**src/shared/cag_pkg.sv**
```systemverilog
// cag_pkg: constants and types shared by the circular and reversed address generator
// assumes a 16-bit data space, 24-bit program space and a 32-bit avalon-mm register port
`default_nettype none
package cag_pkg;
	// register byte offsets on the avalon-mm port
	localparam logic [5:0] OFS_CIRC_REV_CTRL = 6'h00;
	localparam logic [5:0] OFS_REV_PIVOT     = 6'h04;
	localparam logic [5:0] OFS_X_START       = 6'h08;
	localparam logic [5:0] OFS_X_END         = 6'h0c;
	localparam logic [5:0] OFS_Y_START       = 6'h10;
	localparam logic [5:0] OFS_Y_END         = 6'h14;
	localparam logic [5:0] OFS_TABLE_PAGE    = 6'h18;
	localparam logic [5:0] OFS_WINDOW_PAGE   = 6'h1c;
	localparam logic [5:0] OFS_CORE_CTRL     = 6'h20;
	localparam logic [5:0] OFS_LAST_EA       = 6'h24;
	localparam logic [5:0] OFS_LAST_FLAGS    = 6'h28;

	// circular_reverse_control fields
	localparam int X_SEL_LSB    = 0;
	localparam int Y_SEL_LSB    = 4;
	localparam int REV_SEL_LSB  = 8;
	localparam int SEL_W        = 4;
	localparam int X_CIRC_EN    = 15;
	localparam int Y_CIRC_EN    = 14;
	// reverse_enable_and_pivot fields
	localparam int REV_EN       = 15;
	localparam int PIVOT_W      = 15;
	// core_control window enable bit
	localparam int WINDOW_EN    = 2;
	// table page bit that selects configuration memory
	localparam int TABLE_CFG    = 7;
	// select code meaning "no pointer"
	localparam logic [3:0] SEL_NONE = 4'hf;

	// reset values: all pointer selects disabled, all enables clear
	localparam logic [15:0] RST_CIRC_REV_CTRL = 16'h0fff;
	localparam logic [15:0] RST_REV_PIVOT     = 16'h0000;
	localparam logic [15:0] RST_BOUND         = 16'h0000;
	localparam logic [7:0]  RST_PAGE          = 8'h00;
	localparam logic [15:0] RST_CORE_CTRL     = 16'h0000;

	// largest circular buffer, in bytes (32k words)
	localparam logic [16:0] MAX_CIRC_BYTES = 17'h10000;

	// addressing mode of the current effective-address request
	typedef enum logic [1:0] {
		MODE_INDIRECT,
		MODE_POST_MOD,
		MODE_PRE_MOD,
		MODE_REG_OFFSET
	} cag_mode_t;
endpackage
`default_nettype wire

```
**src/hdl/cag_addr_gen.sv**
```systemverilog
// cag_addr_gen: effective-address post-processing for the 16-bit core
// circular correction, bit-reversed writes and program-space address forming
// assumes the pipeline presents one request per cycle, synchronous to clk_i
//
// Our own choices: the register offsets and the Avalon-MM interface to the registers.
`default_nettype none
`timescale 1ns/10ps

// Function
// - one circular buffer each in x and y
// - 16-bit start and end per space
// - length from start/end difference, max 32k words
// - select 15 disables circular correction
// - x circular needs select not 15, bit15
// - y circular needs select not 15, bit14
// - y circular addresses keep lsb clear
// - bound compare catches overshooting steps
// - write back only for pre/post modify
// - power-of-two buffers check both bounds
// - bit reversal only x writes
// - reversal needs select, enable, pre/post increment
// - 15-bit pivot added bit-reversed to pointer
// - pivot scaled to bytes, lsb clear
// - reversal ignores offset; others get normal
// - reversal beats circular in x write only
// - pivot 8 visits 0,8,4,12... word order
// - table address is page concatenated with ea
// - window address is page concatenated with ea[14:0]
// - window accesses read-only, low word only
// - window mapping only when core bit2 set
module cag_addr_gen (
	// clock and reset
	input  wire logic                  clk_i,
	input  wire logic                  reset_n_i,
	// avalon-mm register slave
	input  wire logic [5:0]            avs_address_i,
	input  wire logic                  avs_read_i,
	input  wire logic                  avs_write_i,
	input  wire logic [3:0]            avs_byteenable_i,
	input  wire logic [31:0]           avs_writedata_i,
	output logic      [31:0]           avs_readdata_o,
	output logic                       avs_waitrequest_o,
	// effective-address request from the pipeline
	input  wire logic                  req_valid_i,
	input  wire logic                  req_y_space_i,
	input  wire logic                  req_write_i,
	input  wire logic                  req_word_i,
	input  wire logic                  req_table_i,
	input  wire cag_pkg::cag_mode_t    req_mode_i,
	input  wire logic [3:0]            req_ptr_sel_i,
	input  wire logic [15:0]           req_ptr_value_i,
	input  wire logic [15:0]           req_offset_i,
	// data-space answer
	output logic                       ea_valid_o,
	output logic      [15:0]           ea_o,
	output logic                       ptr_wb_valid_o,
	output logic      [15:0]           ptr_wb_value_o,
	// program-space answer
	output logic                       prog_valid_o,
	output logic      [23:0]           prog_addr_o,
	output logic                       prog_config_o,
	output logic                       prog_low_word_o,
	output logic                       window_write_refused_o
);

	// whole module state, registered as one vector
	typedef struct packed {
		logic [15:0] circ_rev_ctrl;
		logic [15:0] rev_pivot;
		logic [15:0] x_start;
		logic [15:0] x_end;
		logic [15:0] y_start;
		logic [15:0] y_end;
		logic [7:0]  table_page;
		logic [7:0]  window_page;
		logic [15:0] core_ctrl;
		logic [15:0] last_ea;
		logic [3:0]  last_flags;
		logic [31:0] readdata;
		logic        waitrequest;
		logic        ea_valid;
		logic [15:0] ea;
		logic        wb_valid;
		logic [15:0] wb_value;
		logic        prog_valid;
		logic [23:0] prog_addr;
		logic        prog_config;
		logic        prog_low_word;
		logic        win_refused;
	} cag_state_t;

	cag_state_t state_reg;
	cag_state_t state_next;

	// 16-bit bit-order reversal
	function automatic logic [15:0] cag_rev16(input logic [15:0] v);
		logic [15:0] r;
		r = '0;
		for (int i = 0; i < 16; i++) begin
			r[i] = v[15 - i];
		end
		return r;
	endfunction

	// circular correction of one address against one buffer
	function automatic logic [15:0] cag_circ(input logic [15:0] addr, input logic [15:0] lo,
		input logic [15:0] hi, input logic incr);
		logic [16:0] len;
		logic        pow2;
		logic        chk_up;
		logic        chk_dn;
		logic [15:0] res;
		len = {1'b0, hi} - {1'b0, lo} + 17'h00001;
		if (len > cag_pkg::MAX_CIRC_BYTES) begin
			len = cag_pkg::MAX_CIRC_BYTES;
		end
		pow2   = ((len & (len - 17'h00001)) == 17'h00000);
		chk_up = pow2 | incr;
		chk_dn = pow2 | ~incr;
		res    = addr;
		// beyond, not only equal, so large steps still wrap
		if (chk_up && (addr > hi)) begin
			res = addr - len[15:0];
		end else if (chk_dn && (addr < lo)) begin
			res = addr + len[15:0];
		end
		return res;
	endfunction

	// request decode
	logic [3:0]  x_sel;
	logic [3:0]  y_sel;
	logic [3:0]  rev_sel;
	logic        x_circ_on;
	logic        y_circ_on;
	logic        rev_on;
	logic        modify_mode;
	logic        step_incr;
	logic [15:0] step_sum;
	logic [15:0] target;
	logic [15:0] rev_sum;
	logic [15:0] pivot_bytes;
	logic [15:0] corrected;
	logic        circ_hit;
	logic [15:0] ea_calc;
	logic [15:0] wb_calc;
	logic        window_hit;

	// pointer selection and mode qualification
	always_comb begin
		x_sel       = state_reg.circ_rev_ctrl[cag_pkg::X_SEL_LSB +: cag_pkg::SEL_W];
		y_sel       = state_reg.circ_rev_ctrl[cag_pkg::Y_SEL_LSB +: cag_pkg::SEL_W];
		rev_sel     = state_reg.circ_rev_ctrl[cag_pkg::REV_SEL_LSB +: cag_pkg::SEL_W];
		modify_mode = (req_mode_i == cag_pkg::MODE_PRE_MOD) || (req_mode_i == cag_pkg::MODE_POST_MOD);
		step_incr   = ~req_offset_i[15];
		// x select of 15 turns off both x read and x write correction
		x_circ_on   = (x_sel != cag_pkg::SEL_NONE) && state_reg.circ_rev_ctrl[cag_pkg::X_CIRC_EN]
			&& !req_y_space_i && (req_ptr_sel_i == x_sel);
		y_circ_on   = (y_sel != cag_pkg::SEL_NONE) && state_reg.circ_rev_ctrl[cag_pkg::Y_CIRC_EN]
			&& req_y_space_i && (req_ptr_sel_i == y_sel);
		// word writes through x with increment only; byte writes get normal addresses
		rev_on      = (rev_sel != cag_pkg::SEL_NONE) && state_reg.rev_pivot[cag_pkg::REV_EN]
			&& (req_ptr_sel_i == rev_sel) && modify_mode && step_incr
			&& !req_y_space_i && req_write_i && req_word_i;
		// reversal wins for the write generator only
		if (rev_on) begin
			x_circ_on = 1'b0;
		end
	end

	// address arithmetic
	always_comb begin
		step_sum    = req_ptr_value_i + req_offset_i;
		target      = (req_mode_i == cag_pkg::MODE_INDIRECT) ? req_ptr_value_i : step_sum;
		// pivot counts words, addresses count bytes
		pivot_bytes = {state_reg.rev_pivot[cag_pkg::PIVOT_W - 1:0], 1'b0};
		// reversed-carry add: carries run toward the lsb and fall off there
		rev_sum     = cag_rev16(cag_rev16(req_ptr_value_i) + cag_rev16(pivot_bytes));
		rev_sum[0]  = 1'b0;
		corrected   = target;
		if (x_circ_on) begin
			corrected = cag_circ(target, state_reg.x_start, state_reg.x_end, step_incr);
		end else if (y_circ_on) begin
			corrected = cag_circ(target, state_reg.y_start, state_reg.y_end, step_incr);
			corrected[0] = 1'b0;
		end
		circ_hit = (x_circ_on || y_circ_on) && (corrected != target);
		// effective address and pointer write-back per mode
		ea_calc = corrected;
		wb_calc = corrected;
		unique case (req_mode_i)
			cag_pkg::MODE_INDIRECT: begin
				ea_calc = corrected;
			end
			cag_pkg::MODE_POST_MOD: begin
				ea_calc = req_ptr_value_i;
			end
			cag_pkg::MODE_PRE_MOD: begin
				ea_calc = corrected;
			end
			cag_pkg::MODE_REG_OFFSET: begin
				ea_calc = corrected;
			end
		endcase
		if (rev_on) begin
			// the mode's own offset is ignored while reversing
			wb_calc = rev_sum;
			ea_calc = (req_mode_i == cag_pkg::MODE_PRE_MOD) ? rev_sum : {req_ptr_value_i[15:1], 1'b0};
		end
		window_hit = !req_table_i && ea_calc[15] && state_reg.core_ctrl[cag_pkg::WINDOW_EN];
	end

	// register file, bus handshake and answer registers
	always_comb begin
		state_next = state_reg;
		// one wait cycle per access, then one cycle with waitrequest low
		state_next.waitrequest = 1'b1;
		if ((avs_read_i || avs_write_i) && state_reg.waitrequest) begin
			state_next.waitrequest = 1'b0;
			state_next.readdata    = 32'h00000000;
			unique case (avs_address_i)
				cag_pkg::OFS_CIRC_REV_CTRL: state_next.readdata = {16'h0000, state_reg.circ_rev_ctrl};
				cag_pkg::OFS_REV_PIVOT:     state_next.readdata = {16'h0000, state_reg.rev_pivot};
				cag_pkg::OFS_X_START:       state_next.readdata = {16'h0000, state_reg.x_start};
				cag_pkg::OFS_X_END:         state_next.readdata = {16'h0000, state_reg.x_end};
				cag_pkg::OFS_Y_START:       state_next.readdata = {16'h0000, state_reg.y_start};
				cag_pkg::OFS_Y_END:         state_next.readdata = {16'h0000, state_reg.y_end};
				cag_pkg::OFS_TABLE_PAGE:    state_next.readdata = {24'h000000, state_reg.table_page};
				cag_pkg::OFS_WINDOW_PAGE:   state_next.readdata = {24'h000000, state_reg.window_page};
				cag_pkg::OFS_CORE_CTRL:     state_next.readdata = {16'h0000, state_reg.core_ctrl};
				cag_pkg::OFS_LAST_EA:       state_next.readdata = {16'h0000, state_reg.last_ea};
				cag_pkg::OFS_LAST_FLAGS:    state_next.readdata = {28'h0000000, state_reg.last_flags};
				default:                    state_next.readdata = 32'h00000000;
			endcase
		end
		// writes land at the edge where waitrequest is seen low
		if (avs_write_i && !state_reg.waitrequest) begin
			for (int b = 0; b < 2; b++) begin
				if (avs_byteenable_i[b]) begin
					unique case (avs_address_i)
						cag_pkg::OFS_CIRC_REV_CTRL: state_next.circ_rev_ctrl[b*8 +: 8] = avs_writedata_i[b*8 +: 8];
						cag_pkg::OFS_REV_PIVOT:     state_next.rev_pivot[b*8 +: 8]     = avs_writedata_i[b*8 +: 8];
						cag_pkg::OFS_X_START:       state_next.x_start[b*8 +: 8]       = avs_writedata_i[b*8 +: 8];
						cag_pkg::OFS_X_END:         state_next.x_end[b*8 +: 8]         = avs_writedata_i[b*8 +: 8];
						cag_pkg::OFS_Y_START:       state_next.y_start[b*8 +: 8]       = avs_writedata_i[b*8 +: 8];
						cag_pkg::OFS_Y_END:         state_next.y_end[b*8 +: 8]         = avs_writedata_i[b*8 +: 8];
						cag_pkg::OFS_CORE_CTRL:     state_next.core_ctrl[b*8 +: 8]     = avs_writedata_i[b*8 +: 8];
						default: begin
						end
					endcase
				end
			end
			// page registers are one byte wide, lane 0 only
			if (avs_byteenable_i[0] && (avs_address_i == cag_pkg::OFS_TABLE_PAGE)) begin
				state_next.table_page = avs_writedata_i[7:0];
			end
			if (avs_byteenable_i[0] && (avs_address_i == cag_pkg::OFS_WINDOW_PAGE)) begin
				state_next.window_page = avs_writedata_i[7:0];
			end
		end

		// answer to the pipeline, one-cycle pulses one edge after the request
		state_next.ea_valid    = 1'b0;
		state_next.wb_valid    = 1'b0;
		state_next.prog_valid  = 1'b0;
		state_next.win_refused = 1'b0;
		if (req_valid_i) begin
			state_next.ea_valid   = 1'b1;
			state_next.ea         = ea_calc;
			state_next.wb_valid   = modify_mode;
			state_next.wb_value   = wb_calc;
			state_next.last_ea    = ea_calc;
			state_next.last_flags = {window_hit && req_write_i, window_hit, circ_hit, rev_on};
			if (req_table_i) begin
				// table access reaches user or configuration memory
				state_next.prog_valid    = 1'b1;
				state_next.prog_addr     = {state_reg.table_page, ea_calc};
				state_next.prog_config   = state_reg.table_page[cag_pkg::TABLE_CFG];
				state_next.prog_low_word = 1'b0;
			end else if (window_hit && req_write_i) begin
				// the window is read-only; the write is dropped
				state_next.win_refused   = 1'b1;
			end else if (window_hit) begin
				state_next.prog_valid    = 1'b1;
				state_next.prog_addr     = {1'b0, state_reg.window_page, ea_calc[14:0]};
				state_next.prog_config   = 1'b0;
				state_next.prog_low_word = 1'b1;
			end
		end
	end

	// state register
	always_ff @(posedge clk_i or negedge reset_n_i) begin
		if (!reset_n_i) begin
			state_reg               <= '0;
			state_reg.circ_rev_ctrl <= cag_pkg::RST_CIRC_REV_CTRL;
			state_reg.rev_pivot     <= cag_pkg::RST_REV_PIVOT;
			state_reg.x_start       <= cag_pkg::RST_BOUND;
			state_reg.x_end         <= cag_pkg::RST_BOUND;
			state_reg.y_start       <= cag_pkg::RST_BOUND;
			state_reg.y_end         <= cag_pkg::RST_BOUND;
			state_reg.table_page    <= cag_pkg::RST_PAGE;
			state_reg.window_page   <= cag_pkg::RST_PAGE;
			state_reg.core_ctrl     <= cag_pkg::RST_CORE_CTRL;
			state_reg.waitrequest   <= 1'b1;
		end else begin
			state_reg <= state_next;
		end
	end

	// outputs straight from the state register
	assign avs_readdata_o         = state_reg.readdata;
	assign avs_waitrequest_o      = state_reg.waitrequest;
	assign ea_valid_o             = state_reg.ea_valid;
	assign ea_o                   = state_reg.ea;
	assign ptr_wb_valid_o         = state_reg.wb_valid;
	assign ptr_wb_value_o         = state_reg.wb_value;
	assign prog_valid_o           = state_reg.prog_valid;
	assign prog_addr_o            = state_reg.prog_addr;
	assign prog_config_o          = state_reg.prog_config;
	assign prog_low_word_o        = state_reg.prog_low_word;
	assign window_write_refused_o = state_reg.win_refused;

endmodule
`default_nettype wire

```
**config.mk**
```make
export PLATFORM = sky130hd
export DESIGN_NAME = cag_addr_gen
export DESIGN_NICKNAME = d
export VERILOG_FILES = /design/src/shared/cag_pkg.sv /design/src/hdl/cag_addr_gen.sv
export SDC_FILE = /design/constraint.sdc
export NUM_CORES = 1
export LEC_CHECK = 0
export BUFFER_PORTS_ARGS = -buffer_cell sky130_fd_sc_hd__buf_4
export CAP_MARGIN = 25
export CORE_MARGIN = 2
export CORE_UTILIZATION = 60
export DETAILED_ROUTE_END_ITERATION = 6
export GPL_TIMING_DRIVEN = 0
export PLACE_DENSITY = 0.83
export SYNTH_ARGS = -nofsm -noshare
export SYNTH_HDL_FRONTEND = slang
export SYNTH_SLANG_ARGS = --single-unit
```
**constraint.sdc**
```tcl
create_clock -name clk_i -period 10.25 [get_ports clk_i]
set_input_delay 0.5125 -clock clk_i [delete_from_list [all_inputs] [get_ports clk_i]]
set_output_delay 0.5125 -clock clk_i [all_outputs]
set_load 0.02 [all_outputs]
```
-- Word level (Yosys, flattened, before mapping)
Index checks and enable logic that the tools add are counted.
- register bits: 211
- input bits: 89
- output and inout port bits: 95
- logic and storage cells: 153
- add/sub/neg operators: 12
- magnitude comparators: 6
- eq/ne operators: 21
- muxes and demuxes: 25
- bitwise operators: 7
- reductions and logical operators: 54
- operators with widths (kind ; count):
    $pmux 16 s11 ; 1
    $mux 16 ; 10
    $mux 17 ; 5
    $mux 27 ; 3
    $mux 62 ; 1
    $add 16x16->16 ; 3
    $reduce_and 3->1 ; 15
    $add 17x1->17 const B ; 2
    $and 17x17->17 ; 2
    $gt 17x17->1 const B ; 2
    $logic_not 17->1 ; 2
    $sub 16x16->17 ; 2
    $sub 17x1->17 const B ; 2
    $gt 16x16->1 ; 2
    $lt 16x16->1 ; 2
    $pmux 16 s2 ; 1
    $sub 16x16->16 ; 2
    $logic_and 1x1->1 ; 25
    $eq 6x5->1 const B ; 4
    $eq 6x6->1 const B ; 3
    $ne 16x16->1 ; 1
    $add 15x15->15 ; 1
    $eq 4x4->1 ; 3
    $eq 6x4->1 const B ; 2
    15 further kinds ; 29

-- Depth between registers and ports, before layout
Gate-level depths: netlist (run 1).
- depth after elaboration: 27
- mapped depth: 34

-- Worst setup path before layout (run 1)
Ideal clock, no wire load.
- path kind: reg2reg
- start: register state_reg[180] (netlist name)
- end: register state_reg, in the netlist prog_addr_o[12]
- data arrival time: 7.017 ns
- slack: 3.106 ns
- cell stages (with the launch flop): 32
- buffers on the path: 1
- period minus slack after synthesis: 7.144 ns
- path through: dfrtp_1 inv_1 ha_1 inv_1 ha_1 fa_1 a211oi_1 nor2_1 xnor2_1 nor4_4 nand4b_1 nor2_1 nand2_1 o31ai_1 clkbuf_1 nand2_1 ha_1 o21bai_1 a21oi_1 o21ai_0 o31a_1 o31a_1 o31ai_1 a21oi_1 o311ai_0 o22ai_2 a211oi_2 o31ai_2 a311oi_2 o21ai_4 inv_2 mux2_1
- longest elaborated chain between the ends: 20
- ends and longest elaborated chain (what ; line ; source):
    start, declared ; cag_addr_gen.sv:92 ; cag_state_t state_reg;
    start signal, assigned ; cag_addr_gen.sv:307 ; state_reg <= state_next;
    $sub 16x16->17 ; cag_addr_gen.sv:113 ; len = {1'b0, hi} - {1'b0, lo} + 17'h00001;
    $add 17x1->17 ; cag_addr_gen.sv:113 ;
    $gt 17x17->1 ; cag_addr_gen.sv:114 ; if (len > cag_pkg::MAX_CIRC_BYTES) begin
    $mux 17 ; cag_addr_gen.sv:114 ;
    $mux 17 ; cag_addr_gen.sv:181 ; if (x_circ_on) begin
    $sub 17x1->17 ; cag_addr_gen.sv:117 ; pow2 = ((len & (len - 17'h00001)) == 17'h00000);
    $and 17x17->17 ; cag_addr_gen.sv:117 ;
    $logic_not 17->1 ; cag_addr_gen.sv:117 ;
    [3 not listed] ; - ;
    $mux 16 (*) ; cag_addr_gen.sv:122 ; if (chk_up && (addr > hi)) begin
    $mux 16 (*) ; cag_addr_gen.sv:181 ;
    $pmux 16 s2 (*) ; cag_addr_gen.sv:191 ; unique case (req_mode_i)
    $mux 16 (*) ; cag_addr_gen.sv:205 ; if (rev_on) begin
    $logic_and 1x1->1 (2 in a row) ; cag_addr_gen.sv:210 ; window_hit = !req_table_i && ea_calc[15] && state_reg.core_ctrl[cag_pkg::WINDOW_EN];
    $logic_and 1x1->1 ; cag_addr_gen.sv:280 ; end else if (window_hit && req_write_i) begin
    $ne 2x2->1 (no line) ; - ;
    $reduce_and 3->1 (no line) ; - ;
Mark *: on every way between the ends. The rest lies on a longest branch, timed or not. The select of a mux whose other input is x is not followed.
A chain may end at the register's enable or synchronous reset.

-- Worst setup path after layout (run 1)
- start: register state_reg[196] (netlist name)
- end: register state_reg, in the netlist prog_addr_o[7]
The elaborated chain is that of the path after synthesis.

==> results.txt, run 1 <==
HP Class: input port to asynchronous set/reset pin
core area: 0.03237 sq mm
slowest stage cell, crit path: o31ai_1
Synth cell types: 97
Ant. Diodes: 0
Max Cap Viol: 0
H-Tree Depth: 1
die height: 184.8 microns
initial antenna violation count: 2
CP Capture Point: prog_addr_o[7]
post-route cell area: 0.02212 sq mm
Max Clock Skew: 0.02921 ns
hold buffer count at CTS: 0
FF-to-FF Start: state_reg[196]
Top-Level Pins: 184
share of flip-flops with an asynchronous set or reset: 1.000
R2R setup slack: 1.15 ns
post-route ant nets: 0
Vias: 19442
clk slew on worst S/H paths: 0.07 ns
largest net degree at the start of global routing: 117
Starting Density: 0.6061
setup TNS: 0 ns
CTS buffer count: 20
sequential-to-total area share from yosys stat: 0.2687
WL final: 72470 microns
Post-CTS Setup Repair Bufs: 0
Synth Flop Type: dfrtp_1
Max VDD drop: 0.1256 mV
Warnings, synthesis: 0
CP Max Fanout: 10
endpoint class of the critical path: flop
routed len/inst: 24.60 microns
Setup-failing EPs final: 0
Synth Cell Area: 0.01962 sq mm
Layout Utilization: 0.6832
Die ar.: 0.03416 sq mm
number of flip-flops in the largest register: 113
DRC: 0
Final Net Count: 2801
Port-buffer cells: 142
Slew @ Worst Pin: 1.114 ns
Synth Instances: 2299
Post-synth EDFFs: 0
Worst setup startpoint: state_reg[196]
post-CTS sizing: 0
first-pass GRT wire length: 107200 microns
vias per inst: 6.599
Mean Syn Cell Area: 8.535 sq um
fillcell total: 2679
Longest Clk Path Bufs: 3
share of cells above drive strength 1: 0.1801
Detailed Routing Iterations Pass 1: 6
area grow syn2layout: 12.72%
placed cell area: 0.02144 sq mm
Worst slew margin: 0.2516
Reg-to-Reg End: prog_addr_o[7]
Required @ worst endpoint: 10.64 ns
Lkg Pwr: 10.75 nW
crit start category: flop
clk root buf: clkbuf_16
outcome: finished, final reports clean
Setup Crit Path Kind: flop to flop
Final Max Tran Viols: 0
Placement Rows: 66
GRT Residual Overflow: 0
number of global-route vias before repair: 18139
Die X: 184.8 microns
worst-case reg-to-reg path depth: 32
Clock Sinks: 210
worst skew pair latency: 0.52 ns
fmax: 109.9 MHz
final RePlAce weighted congestion: 1.020
Tot GR Track Use: 0.4158
Seq cells post-synth: 210
endpoints failing hold: 0
fin crit share: 0.8879
CP peak stage delay: 0.52 ns
minimum clock period: 9.101 ns
RSZ-0062 raised after global routing: false
TritonCTS clock tree: built
post-DP HPWL: 57800 microns
initial DRC count: 2503
WP data arrival: 9.49 ns
PD cells: 209.8 mW/mm^2
[synthesized netlist by cell type, types with 8 or more instances]
master       n  share of area
nand2_1    215          0.041
ha_1       214           0.14
dfrtp_1    197           0.25
inv_1      182          0.035
o21ai_0    158          0.040
a21oi_1    139          0.035
nor2_1     125          0.024
mux2_2     103          0.059
buf_4       89          0.034
clkbuf_1    62          0.012
a21o_1      58          0.022
xnor2_1     55          0.025
nor3_1      51          0.013
nand3_1     41          0.010
a22oi_1     37          0.014
a31oi_1     35          0.011
nand2b_1    33          0.011
mux2i_1     28          0.014
o21ai_1     27         0.0069
a221oi_1    22         0.0098
nand4_1     21         0.0067
o21bai_1    21         0.0080
a222oi_1    18         0.0092
o22ai_1     17         0.0054
xor2_1      17         0.0076
nor2b_1     16         0.0051
o211ai_1    16         0.0061
o31ai_1     16         0.0061
a211oi_1    15         0.0057
and2_1      14         0.0045
and3_1      14         0.0045
dfstp_2     13          0.017
or2_2       12         0.0038
or3_1       11         0.0035
a221o_1     10         0.0051
o21a_1      10         0.0038
a22o_1       9         0.0040
o2bb2ai_1    9         0.0040
a2111oi_0    8         0.0036
a21boi_0     8         0.0031
buf_2        8         0.0020
fa_1         8         0.0082
nor4_1       8         0.0026
[per-layer routing]
layer | global-route usage | vias up | routed length, microns
li1 | - | 8692 | -
met1 | 0.5531 | 9281 | 29180
met2 | 0.6322 | 1218 | 30930
met3 | 0.09497 | 249 | 7780
met4 | 0.2175 | 2 | 4566
met5 | 0 | - | 11
[cells by family after synthesis]
kind of cell	count (synthesis)	share of synthesized area
buf+inv	349	0.08430
flops	210	0.2687
compound gates	716	0.2468
fa+ha+maj	224	0.1457
other cells	1	0.0001911
mux	139	0.07971
xor+xnor	72	0.03214
simple gates	588	0.1425
[area by class of cell]
cell class / instances / area [sq um] / area share
Multi-Input combinational cell: 1755 / 12780 / 0.5779
Tap cell: 442 / 553.0 / 0.02500
Inverter: 183 / 686.9 / 0.03106
Timing Repair Buffer: 154 / 1189 / 0.05374
Sequential cell: 210 / 5271 / 0.2383
Clock buffer: 28 / 560.5 / 0.02534
Clock inverter: 8 / 108.9 / 0.004922
Buffer: 166 / 967.2 / 0.04373
[critical path, delay by kind of cell, from the launching register on]
| family | cells | cell delay (ns) |
|---|---|---|
| and+or+nand+nor | 8 | 1.89 |
| xor gates and xnor gates | 1 | 0.24 |
| buffers and inverters | 5 | 0.90 |
| AOI/OAI and AO/OA | 14 | 4.10 |
| DFF | 1 | 0.44 |
| adders and majority gates | 4 | 1.42 |
[how the worst min path moves through the flow]
stage / start / end / slack, ns
2_1_floorplan: reset_n_i / avs_readdata_o[0] / 0.22
5_1_grt: reset_n_i / prog_addr_o[3] / 0.15
3_3_place_gp: avs_readdata_o[8] / avs_readdata_o[8] / 0.46
4_1_cts: reset_n_i / prog_addr_o[3] / 0.12
6_report: reset_n_i / prog_addr_o[3] / 0.07
3_5_place_dp: avs_readdata_o[15] / avs_readdata_o[15] / 0.47
[power breakdown]
group          switching, mW  total (mW)  internal [mW]
Clock                  0.332       0.769          0.437
Sequential            0.0852       0.988          0.903
Combinational           1.82        2.88           1.06
Total                   2.24        4.64           2.40
[cells in the final DEF, fill, tap and decap left out, types with 16 or more instances in the layout]
cell type / n
a21o_1: 58
a21oi_1: 139
a221oi_1: 22
a222oi_1: 18
a22oi_1: 37
a31oi_1: 35
buf_4: 234
clkbuf_1: 67
clkbuf_16: 20
conb_1: 16
dfrtp_1: 197
ha_1: 214
inv_1: 182
mux2_2: 103
mux2i_1: 28
nand2_1: 215
nand2b_1: 33
nand3_1: 41
nand4_1: 21
nor2_1: 125
nor2b_1: 16
nor3_1: 51
o211ai_1: 16
o21ai_0: 155
o21ai_1: 24
o21bai_1: 21
o22ai_1: 17
xnor2_1: 55
xor2_1: 17
[metrics by stage]
stage,total power [mW],hold WS (ns),cells,setup slack (ns)
6_report,4.640,0.07054,2946,1.149
2_1_floorplan,2.954,0.2169,2314,3.106
3_3_place_gp,3.700,0.4628,2898,1.426
5_1_grt,4.912,0.1549,2946,0.6908
4_1_cts,4.539,0.1152,2945,1.369
3_5_place_dp,3.767,0.4714,2909,1.418
Power figures use the tool's default switching activity.
==> run 2: changes to the inputs <==
- PLACE_DENSITY: 0.83 -> default
- PLACE_DENSITY_LB_ADDON: default -> 0.08
==> run 2 against run 1 <==
Against the previous run:
- the flow now finishes with violations (design-rule violations)
- final area up 0.76%
- flip-flop and latch count unchanged
- cell count up 0.14%
- routed wire length about the same
- power up 3.7%
- largest cell class unchanged
- largest power group unchanged
- highest routed layer unchanged
==> results.txt, run 2 (synthesis gave the netlist of run 1 again) <==
outcome: finished with violations
violations in the final reports: design-rule violations
Longest Clk Path Bufs: 3
post-route ant nets: 0
final RePlAce weighted congestion: 1.032
core area: 0.03237 sq mm
Setup-failing EPs final: 0
GRT Residual Overflow: 0
CP peak stage delay: 0.65 ns
number of flip-flops in the largest register: 113
Die X: 184.8 microns
FF-to-FF Start: state_reg[199]
Lkg Pwr: 10.83 nW
part of the power in the clock network: 0.189
Sw Pwr: 2.291 mW
critical path depth: 31
RSZ-0062 raised after global routing: false
Placement Rows: 66
critical path's top delay family: compound AO/OA/AOI/OAI gates
Top-Level Pins: 184
hold buffer count at CTS: 0
clk root buf: clkbuf_16
CTS buffer count: 22
Worst slew margin: 0.2904
post-DP HPWL: 56690 microns
Reg-to-Reg End: prog_addr_o[7]
Sw Share: 0.4761
fillcell total: 2640
Post-CTS Setup Repair Bufs: 0
worst path bufs/invs: 5
Max Cap Viol: 0
Die ar.: 0.03416 sq mm
setup TNS: 0 ns
Vias: 19508
Ant. Diodes: 0
vias per inst: 6.613
HP Class: input port to asynchronous set/reset pin
area of the multi-input gates: 0.01279 sq mm
TritonCTS clock tree: built
CP Max Fanout: 10
Tot GR Track Use: 0.4189
Internal Power: 2.522 mW
WP data arrival: 9.75 ns
routed len/inst: 24.56 microns
worst-case reg-to-reg path depth: 31
minimum clock period: 9.359 ns
fmax: 106.9 MHz
combinational share of power: 0.606
fin crit share: 0.9130
first-pass GRT wire length: 108100 microns
placed cell area: 0.02144 sq mm
Required @ worst endpoint: 10.64 ns
Starting Density: 0.6061
initial DRC count: 2264
endpoint class of the critical path: flop
Clock Sinks: 210
Slew @ Worst Pin: 1.056 ns
post-CTS sizing: 0
post-route cell area: 0.02229 sq mm
Port-buffer cells: 142
crit start category: flop
die height: 184.8 microns
DRC: 3
Max VDD drop: 0.1374 mV
R2R setup slack: 0.89 ns
sequential share of power: 0.204
number of global-route vias before repair: 18453
PD cells: 216.0 mW/mm^2
slowest stage cell, crit path: o311ai_0
Setup Crit Path Kind: flop to flop
commonest cells after routing, fill and taps aside: 231 x buf_4, 215 x nand2_1, 214 x ha_1
largest net degree at the start of global routing: 120
initial antenna violation count: 1
share of cells above drive strength 1: 0.1834
Final Max Tran Viols: 0
worst skew pair latency: 0.53 ns
commonest non-fill, non-tap cell in the layout: buf_4
clk slew on worst S/H paths: 0.06 ns
H-Tree Depth: 1
WL final: 72450 microns
area grow syn2layout: 13.58%
Final Net Count: 2803
Detailed Routing Iterations Pass 1: 7
FF/Latch Area: 0.005271 sq mm
Max Clock Skew: 0.02963 ns
endpoints failing hold: 0
run 2: changes by cell type in the layout (fill, tap and decap cells not counted), moves of 2 or more:
cell,before,now
clkbuf_1,67,62
buf_4,234,231
bufinv_16,2,5
clkbuf_16,20,22
clkbuf_4,0,2
clkbuf_8,3,5
clkinv_2,3,5
run 2: how the worst max path moves through the flow:
stage / from / endpoint
2_1_floorplan: state_reg[180] / prog_addr_o[12]
3_3_place_gp: req_ptr_value_i[0] / state_reg[96]
3_5_place_dp: state_reg[196] / prog_addr_o[7]
4_1_cts: state_reg[196] / prog_addr_o[7]
5_1_grt: state_reg[199] / prog_addr_o[7]
6_report: state_reg[199] / prog_addr_o[7]
run 2: cell type report:
| class | count | area share |
|---|---|---|
| Clock inverter | 13 | 0.009320 |
| Sequential cell | 210 | 0.2365 |
| Buffer | 166 | 0.04340 |
| Timing Repair Buffer | 154 | 0.05339 |
| Inverter | 183 | 0.03082 |
| Clock buffer | 27 | 0.02779 |
| Tap cell | 442 | 0.02482 |
| Multi-Input combinational cell | 1755 | 0.5739 |
run 2: per-stage QoR:
step | utilization | setup WS, ns | power, mW | instances | hold slack, ns
finish | 0.6884 | 0.8914 | 4.813 | 2950 | 0.09099
global route | 0.6884 | 0.3096 | 5.088 | 2950 | 0.1681
CTS | 0.6878 | 1.211 | 4.706 | 2947 | 0.1346
detailed placement | 0.6623 | 1.262 | 3.795 | 2907 | 0.4663
global placement | 0.6579 | 1.441 | 3.726 | 2898 | 0.4648
floorplan | - | 3.106 | 2.954 | 2314 | 0.2169
run 2: power groups by stage:
stage | combinational, mW | clock, mW | sequential [mW]
after detailed placement | 2.80 | 0 | 0.991
after global placement | 2.74 | 0 | 0.989
after global routing | 3.16 | 0.942 | 0.987
final | 2.92 | 0.911 | 0.984
after floorplan | 2.00 | 0 | 0.955
after CTS | 2.82 | 0.908 | 0.978
run 2: per-layer routing:
metal / vias up / track usage / routed length, microns
met3: 291 / 0.1044 / 8083
li1: 8703 / - / -
met2: 1219 / 0.6189 / 30330
met1: 9293 / 0.5622 / 29190
met5: - / 0.004444 / 11
met4: 2 / 0.2305 / 4838
